--- config.mk ---
export PLATFORM = sky130hd
export DESIGN_NAME = asc_sequencer
export DESIGN_NICKNAME = d
export VERILOG_FILES = /design/src/asc_pkg.sv /design/src/asc_sequencer.sv
export SDC_FILE = /design/constraint.sdc
export NUM_CORES = 1
export LEC_CHECK = 0
export ABC_CLOCK_PERIOD_IN_PS = 5380
export BUFFER_PORTS_ARGS = -buffer_cell sky130_fd_sc_hd__buf_2
export CORE_ASPECT_RATIO = 0.9
export CORE_MARGIN = 4
export CORE_UTILIZATION = 55
export DETAILED_ROUTE_END_ITERATION = 6
export PLACE_DENSITY = 0.79
export SLEW_MARGIN = 5
export SYNTH_ARGS = -nofsm -noshare
export SYNTH_HDL_FRONTEND = slang
export SYNTH_SLANG_ARGS = --single-unit
--- constraint.sdc ---
create_clock -name clock_in -period 5.38 [get_ports clock_in]
set_input_delay 1.345 -clock clock_in [delete_from_list [all_inputs] [get_ports clock_in]]
set_output_delay 1.345 -clock clock_in [all_outputs]
set_load 0.01 [all_outputs]
--- src/asc_pkg.sv ---
// Package with register map, field positions and timing constants of the sequencer.
package asc_pkg;
  localparam int          ADDR_W           = 16;
  localparam int          DATA_W           = 8;
  localparam logic [15:0] CTL_OFFSET       = 16'h1030;
  localparam logic [15:0] RES1_OFFSET      = 16'h1031;
  localparam logic [15:0] RES2_OFFSET      = 16'h1032;
  localparam logic [15:0] RES3_OFFSET      = 16'h1033;
  localparam logic [15:0] RES4_OFFSET      = 16'h1034;
  localparam logic [15:0] IRQ_STAT_OFFSET  = 16'h1035;
  localparam logic [15:0] IRQ_MASK_OFFSET  = 16'h1036;
  localparam int          DONE_BIT         = 7;
  localparam int          UNUSED_BIT       = 6;
  localparam int          SCAN_BIT         = 5;
  localparam int          GROUP_BIT        = 4;
  localparam logic [7:0]  CTL_RESET        = 8'h80;
  localparam logic [7:0]  RESULT_RESET     = 8'h00;
  localparam logic [1:0]  IRQ_RESET        = 2'h0;
  localparam int          IRQ_DONE_BIT     = 0;
  localparam int          IRQ_CONV_BIT     = 1;
  localparam real         CLOCK_MHZ        = 250.0;
  localparam real         STOP_SETTLE_MS   = 10.0;
  localparam int          STOP_SETTLE_CYC  = int'(STOP_SETTLE_MS * 1000.0 * CLOCK_MHZ);
  localparam int          SAR_BITS         = 8;
  localparam logic [2:0]  DONE_GUARD_CYC   = 3'h4;

  typedef enum logic [3:0] {
    ASC_IDLE    = 4'b0001,
    ASC_REQUEST = 4'b0010,
    ASC_WAIT    = 4'b0100,
    ASC_HOLD    = 4'b1000
  } asc_state_type;
endpackage : asc_pkg

--- src/asc_sequencer.sv ---
// Digital sequencer for a four-conversion successive-approximation converter.
// How it works
// - Single channel, no repeat: four results, stop.
// - Single channel, repeat: overwrite slots cyclically forever.
// - Group mode, no repeat: four channels once.
// - Group mode, repeat: cycle group, fixed slots.
// - Low-power mode suspends; resume resamples current channel.
// - Bit 7 read-only flag, bit 6 zero.
// - Control write aborts and restarts sequence.
// - Control write clears the completion flag.
// - Flag set after four valid results, stays.
// - Single channel taken from bits 3 to 0.
// - Group mode uses upper bits, slot from low.
// - Channel codes select inputs, references, test points.
// - Four read-only eight-bit result registers.
// - Result writes change nothing.
// - First request on convert_out two cycles after the write.
// - Trial starts at MSB, core result moved to slot.
//
// The implementer's own choice: the address-and-strobe port.
module asc_sequencer
  import asc_pkg::*;
(
  // Clock and reset.
  input  wire logic                       clock_in,
  input  wire logic                       rst_in,
  // Register port.
  input  wire logic [asc_pkg::ADDR_W-1:0] addr_in,
  input  wire logic [asc_pkg::DATA_W-1:0] wdata_in,
  input  wire logic                       write_in,
  input  wire logic                       read_in,
  output logic      [asc_pkg::DATA_W-1:0] rdata_out,
  // Low-power mode indication from the processor.
  input  wire logic                       low_power_in,
  // Analog core handshake.
  output logic      [3:0]                 channel_out,
  output logic                            convert_out,
  input  wire logic                       compare_in,
  output logic      [7:0]                 trial_out,
  input  wire logic                       core_done_in,
  input  wire logic [7:0]                 core_result_in,
  // Interrupt.
  output logic                            irq_out
);
  import asc_pkg::*;

  // The done and low-power inputs are asynchronous, so they pass three flops; the comparator input is not synchronised.
  logic [2:0]    done_sync;
  logic [2:0]    next_done_sync;
  logic [2:0]    low_sync;
  logic [2:0]    next_low_sync;
  logic          done_seen;
  logic          next_done_seen;
  logic          low_seen;
  logic          next_low_seen;
  logic          done_rise;

  always_comb begin
    next_done_sync = {done_sync[1:0], core_done_in};
    next_low_sync  = {low_sync[1:0], low_power_in};
    next_done_seen = done_seen;
    next_low_seen  = low_seen;
    if (done_sync[1] == done_sync[2]) begin
      next_done_seen = done_sync[2];
    end
    if (low_sync[1] == low_sync[2]) begin
      next_low_seen = low_sync[2];
    end
  end

  always_ff @(posedge clock_in) begin
    if (rst_in) begin
      done_sync <= 3'h0;
      low_sync  <= 3'h0;
      done_seen <= 1'b0;
      low_seen  <= 1'b0;
    end else begin
      done_sync <= next_done_sync;
      low_sync  <= next_low_sync;
      done_seen <= next_done_seen;
      low_seen  <= next_low_seen;
    end
  end

  assign done_rise = next_done_seen && !done_seen;

  // Channel selection for a given slot.
  function automatic logic [3:0] slot_channel(input logic [3:0] sel, input logic group,
                                              input logic [1:0] slot);
    if (group) begin
      slot_channel = {sel[3:2], slot};
    end else begin
      slot_channel = sel;
    end
  endfunction

  // Sequencer state.
  asc_state_type state;
  asc_state_type next_state;
  logic [5:0]    ctl;
  logic [5:0]    next_ctl;
  logic          done_flag;
  logic          next_done_flag;
  logic [1:0]    slot;
  logic [1:0]    next_slot;
  logic [7:0]    results [4];
  logic [7:0]    next_results [4];
  logic [3:0]    channel;
  logic [3:0]    next_channel;
  logic          convert;
  logic          next_convert;
  logic [7:0]    sar;
  logic [7:0]    next_sar;
  logic          done_event;
  logic          conv_event;
  logic          ctl_write;
  logic          suspended;
  logic          next_suspended;
  logic [2:0]    guard;
  logic [2:0]    next_guard;

  assign ctl_write = write_in && (addr_in == CTL_OFFSET);

  always_comb begin
    next_state     = state;
    next_ctl       = ctl;
    next_done_flag = done_flag;
    next_slot      = slot;
    next_results   = results;
    next_channel   = channel;
    next_convert   = 1'b0;
    next_sar       = sar;
    next_suspended = suspended;
    done_event     = 1'b0;
    conv_event     = 1'b0;
    if (ctl_write) begin
      // Only writes to the control register reach the sequencer state; result writes fall through.
      next_ctl       = {wdata_in[SCAN_BIT], wdata_in[GROUP_BIT], wdata_in[3:0]};
      next_done_flag = 1'b0;
      next_slot      = 2'h0;
      next_state     = ASC_REQUEST;
      next_suspended = 1'b0;
    end else begin
      case (state)
        ASC_IDLE: begin
          next_state = ASC_IDLE;
        end
        ASC_REQUEST: begin
          if (low_seen) begin
            next_state = ASC_HOLD;
          end else begin
            next_channel = slot_channel(ctl[3:0], ctl[4], slot);
            next_convert = 1'b1;
            next_sar     = 8'h80;
            next_state   = ASC_WAIT;
          end
        end
        ASC_WAIT: begin
          if (low_seen) begin
            // The partial conversion is dropped; resuming samples the channel afresh.
            next_state = ASC_HOLD;
          end else if (done_rise && (guard == 3'h0)) begin
            next_results[slot] = core_result_in;
            next_sar           = core_result_in;
            next_slot          = slot + 2'h1;
            conv_event         = 1'b1;
            if (slot == 2'h3) begin
              if (!done_flag) begin
                done_event = 1'b1;
              end
              next_done_flag = 1'b1;
              next_state     = ctl[5] ? ASC_REQUEST : ASC_IDLE;
            end else begin
              next_state = ASC_REQUEST;
            end
          end
        end
        ASC_HOLD: begin
          next_suspended = 1'b1;
          if (!low_seen) begin
            next_suspended = 1'b0;
            next_state     = ASC_REQUEST;
          end
        end
        default: begin
          next_state = ASC_IDLE;
        end
      endcase
    end
  end

  always_ff @(posedge clock_in) begin
    if (rst_in) begin
      state     <= ASC_IDLE;
      ctl       <= CTL_RESET[5:0];
      done_flag <= CTL_RESET[DONE_BIT];
      slot      <= 2'h0;
      for (int i = 0; i < 4; i++) begin
        results[i] <= RESULT_RESET;
      end
      channel   <= 4'h0;
      convert   <= 1'b0;
      sar       <= 8'h00;
      suspended <= 1'b0;
    end else begin
      state     <= next_state;
      ctl       <= next_ctl;
      done_flag <= next_done_flag;
      slot      <= next_slot;
      results   <= next_results;
      channel   <= next_channel;
      convert   <= next_convert;
      sar       <= next_sar;
      suspended <= next_suspended;
    end
  end

  // A done edge left over from an aborted conversion can still cross the synchroniser
  // just after a restart, so done edges are ignored for a few cycles after each request.
  always_comb begin
    next_guard = guard;
    if (next_convert) begin
      next_guard = DONE_GUARD_CYC;
    end else if (guard != 3'h0) begin
      next_guard = guard - 3'h1;
    end
  end

  always_ff @(posedge clock_in) begin
    if (rst_in) begin
      guard <= 3'h0;
    end else begin
      guard <= next_guard;
    end
  end

  // Interrupt status and mask.
  logic [1:0] irq_stat;
  logic [1:0] next_irq_stat;
  logic [1:0] irq_mask;
  logic [1:0] next_irq_mask;
  logic       next_irq;

  always_comb begin
    next_irq_stat = irq_stat;
    next_irq_mask = irq_mask;
    if (read_in && (addr_in == IRQ_STAT_OFFSET)) begin
      next_irq_stat = 2'h0;
    end
    // A new event in the clearing cycle wins over the read clear.
    if (done_event) begin
      next_irq_stat[IRQ_DONE_BIT] = 1'b1;
    end
    if (conv_event) begin
      next_irq_stat[IRQ_CONV_BIT] = 1'b1;
    end
    if (write_in && (addr_in == IRQ_MASK_OFFSET)) begin
      next_irq_mask = wdata_in[1:0];
    end
    next_irq = |(next_irq_stat & next_irq_mask);
  end

  always_ff @(posedge clock_in) begin
    if (rst_in) begin
      irq_stat <= IRQ_RESET;
      irq_mask <= IRQ_RESET;
      irq_out  <= 1'b0;
    end else begin
      irq_stat <= next_irq_stat;
      irq_mask <= next_irq_mask;
      irq_out  <= next_irq;
    end
  end

  // Read data, valid only in the cycle after the read strobe.
  logic [7:0] next_rdata;

  always_comb begin
    next_rdata = 8'h00;
    if (read_in) begin
      case (addr_in)
        CTL_OFFSET:      next_rdata = {done_flag, 1'b0, ctl};
        RES1_OFFSET:     next_rdata = results[0];
        RES2_OFFSET:     next_rdata = results[1];
        RES3_OFFSET:     next_rdata = results[2];
        RES4_OFFSET:     next_rdata = results[3];
        IRQ_STAT_OFFSET: next_rdata = {6'h00, irq_stat};
        IRQ_MASK_OFFSET: next_rdata = {6'h00, irq_mask};
        default:         next_rdata = 8'h00;
      endcase
    end
  end

  always_ff @(posedge clock_in) begin
    if (rst_in) begin
      rdata_out   <= 8'h00;
      channel_out <= 4'h0;
      convert_out <= 1'b0;
      trial_out   <= 8'h00;
    end else begin
      rdata_out   <= next_rdata;
      channel_out <= next_channel;
      convert_out <= next_convert;
      trial_out   <= next_sar;
    end
  end

  // The comparator bit is reserved for a core that needs per-bit trials; unused here.
  logic unused_compare;
  assign unused_compare = compare_in ^ suspended;
endmodule : asc_sequencer

==> flow_summary.json <==
{
  "setup_viol": 0,
  "synthFlopType": "dfxtp_1",
  "area_delta_synth_final_pct": 14.8,
  "p_switching_uw": 256,
  "p_int_uw": 873,
  "relSlewSlack_pct": 39.4,
  "num_vias": 2671,
  "hp-class": "flip-flop to flip-flop",
  "hpwl_mm": 5.40,
  "postSynthAreaPerCell_um2": 10.3,
  "critPathCaptureType": "flip-flop",
  "first_pass_iters": 5,
  "clockPowerShare_pct": 38.9,
  "drt-vias-per-instance": 5.50,
  "yosys_warnings": 0,
  "synth_top_family_by_area": "simple AND/OR/NAND/NOR gates",
  "first_iter_violations": 123,
  "worstReg2RegEnd": "results[31]",
  "dieArea_um2": 7730,
  "powerDensity_nw_per_um2": 280,
  "ys_ff_latch": 82,
  "cp.depth": 6,
  "worstPathRequired_ns": 5.62,
  "cts_tree": "yes",
  "drive_gt1_share_pct": 24.3,
  "switching_share_pct": 22.7,
  "worstSetupPathType": "input port to flip-flop",
  "power.leakage_uw": 0.00182,
  "synthesis.nets": 386,
  "io_pins": 61,
  "worst_path_max_delay_cell": "nor2_1",
  "min_period_ns": 3.31,
  "cts.sinks": 82,
  "slew_violations": 0,
  "cp_top_family": "simple AND/OR/NAND/NOR gates",
  "cp.buffers_inverters": 1,
  "skew_ns": 0.00801,
  "synthMuxAreaShare_pct": 15.4,
  "status": "completed",
  "crit_arrival_ns": 3.56,
  "final_hold_viol_count": 0,
  "overflow": 0,
  "startpoint": "addr_in[8]",
  "fp.dieH_um": 83.8,
  "setup_tns_ns": 0,
  "port_buffers": 57,
  "rrSetupSlack_ns": 3.01,
  "initial_core_util_pct": 57.1,
  "critical_path.max_stage_delay_ns": 0.88,
  "synthSimpleGateAreaFrac_pct": 18.0,
  "cts_setup_buffers": 0,
  "power_frac_seq_pct": 54.6,
  "final_area_um2": 4030,
  "synth_xor_xnor_area_share_pct": 0.748,
  "yosys.area_share.adder_pct": 2.49,
  "rows": 27,
  "crit_path_max_fanout": 15,
  "synth-compound-area-share_pct": 13.3,
  "final_cell_mix": "82 x dfxtp_1, 57 x buf_2, 50 x nor2_1",
  "worstMarginPinSlew_ns": 0.906,
  "drc": 0,
  "coreArea_um2": 6150,
  "ctsRootBufferMaster": "clkbuf_8",
  "cts_buffer_depth": 2,
  "num_antenna_cells": 0,
  "h-tree-depth": 3,
  "hold_buffers": 0,
  "cap_violations": 0,
  "crit_end": "trial_out[0]",
  "ys_seq_area_share_pct": 46.7,
  "grt_pass1_vias": 2636,
  "syn-instance-count": 340,
  "crit_chain": "buf_2 > nor4_2 > nand4_2 > nor2_1 > nor3_4 > a22o_1",
  "cts_resized": 0,
  "nFillCells": 524,
  "cts_buffers": 9,
  "place_congestion": 0.848,
  "p_comb_share_pct": 6.5,
  "wire_per_inst_um": 15.4,
  "syn_area_um2": 3510,
  "grt_util_all_layers_pct": 20.5,
  "chipWidth_um": 92.2,
  "synth-async-reset-ratio_pct": 0,
  "crit_path_start_kind": "input port",
  "rsz0062_at_grt": "false",
  "clock_latency_ns": 0.35,
  "drt-total-wl_mm": 7.50,
  "grt_pass1_wl_mm": 12.5,
  "nets": 440,
  "reg2reg_depth": 8,
  "max_freq_mhz": 302,
  "final_common_cell": "dfxtp_1",
  "place_area_um2": 3830,
  "synth_edf_count": 0,
  "r2r-start": "guard[0]",
  "yosysUniqueCellTypes": 54,
  "ir_worst_vdd_uv": 172,
  "antenna_found_initial": 0,
  "clk_pin_slew_ns": 0.08,
  "postRouteAntennaNets": 0,
  "grt_max_degree": 35,
  "post-route-period-util_pct": 61.6
}
worst min path at each step:
stage                  from            to  slack (ns)  cells past startpoint
3_3_place_gp   done_sync[0]  done_sync[1]        0.42                      1
6_report        low_sync[0]   low_sync[1]        0.44                      1
5_1_grt         low_sync[0]   low_sync[1]        0.47                      1
4_1_cts         low_sync[0]   low_sync[1]        0.45                      1
2_1_floorplan  done_sync[0]  done_sync[1]        0.41                      1
3_5_place_dp    low_sync[0]   low_sync[1]        0.43                      1
logic make-up (layout without fill, tap and decap cells):
kind of cell    count (synthesis)  in the layout
xor+xnor                        3              3
compound gates                 62             62
fa+ha+maj                       7              7
flops                          82             82
buf+inv                        25             84
simple gates                  116            116
mux                            45             45
state kept, by name, summed over array words and instances, names as in the netlist, 4 cells and up:
signal	flops
rdata_out	8
trial_out	8
state	4
ctl	6
results	32
channel_out	4
Yosys cell counts (all sizes together), types with 2 or more instances:
| cell type | number | area, µm² |
|---|---|---|
| dfxtp | 82 | 1640 |
| nor2 | 51 | 194 |
| mux2i | 37 | 370 |
| nand2 | 18 | 67.6 |
| a21oi | 17 | 96.4 |
| o21ai | 12 | 60.1 |
| a22o | 11 | 96.3 |
| nor2b | 10 | 62.6 |
| buf | 9 | 60.1 |
| inv | 9 | 33.8 |
| a22oi | 7 | 52.6 |
| clkbuf | 7 | 26.3 |
| ha | 7 | 87.6 |
| mux4 | 7 | 158 |
| nor3 | 6 | 41.3 |
| nand2b | 4 | 25.0 |
| nand3 | 4 | 20.0 |
| o211ai | 4 | 71.3 |
| and2 | 3 | 18.8 |
| nand4 | 3 | 25.0 |
| nor4 | 3 | 46.3 |
| xnor2 | 3 | 26.3 |
| a211oi | 2 | 15.0 |
| nand3b | 2 | 15.0 |
| nand4b | 2 | 17.5 |
| o22ai | 2 | 12.5 |
| o2bb2ai | 2 | 17.5 |
cell type report:
| cell class | instances | area, µm² | area share, % |
|---|---|---|---|
| flip-flops and latches | 82 | 1640 | 40.7 |
| clock inverters | 4 | 51.3 | 1.27 |
| repair buffers | 59 | 300 | 7.45 |
| multi-input cells | 233 | 1750 | 43.4 |
| inverters | 9 | 33.8 | 0.838 |
| clock buffers | 12 | 145 | 3.60 |
| well taps | 87 | 109 | 2.70 |
through the flow:
stage          util (%)  total power (µW)  setup WS (ns)  instances  hold WS [ns]
2_1_floorplan         -               677           2.58        340         0.414
3_3_place_gp       62.4               703           1.77        470         0.424
3_5_place_dp       62.4               705           1.71        470         0.428
4_1_cts            65.6              1130           2.08        486         0.446
5_1_grt            65.6              1180           1.93        486         0.470
6_report           65.6              1130           2.07        486         0.440
layer usage:
layer	routed length, µm	track usage [%]	up-vias
met5	0	0	-
met4	154	7.69	0
met3	774	7.57	13
met2	3180	30.2	101
met1	3390	27.3	1235
li1	-	-	1322
power by group through the flow:
stage               Combinational [µW]  Clock, µW  Sequential, µW
global route                      84.2        474             617
floorplan                         47.4          0             630
detailed placement                74.1          0             631
finish                            73.3        439             616
CTS                               73.9        444             616
global placement                  72.1          0             631
Note: power is estimated with default switching activity, not from simulation.
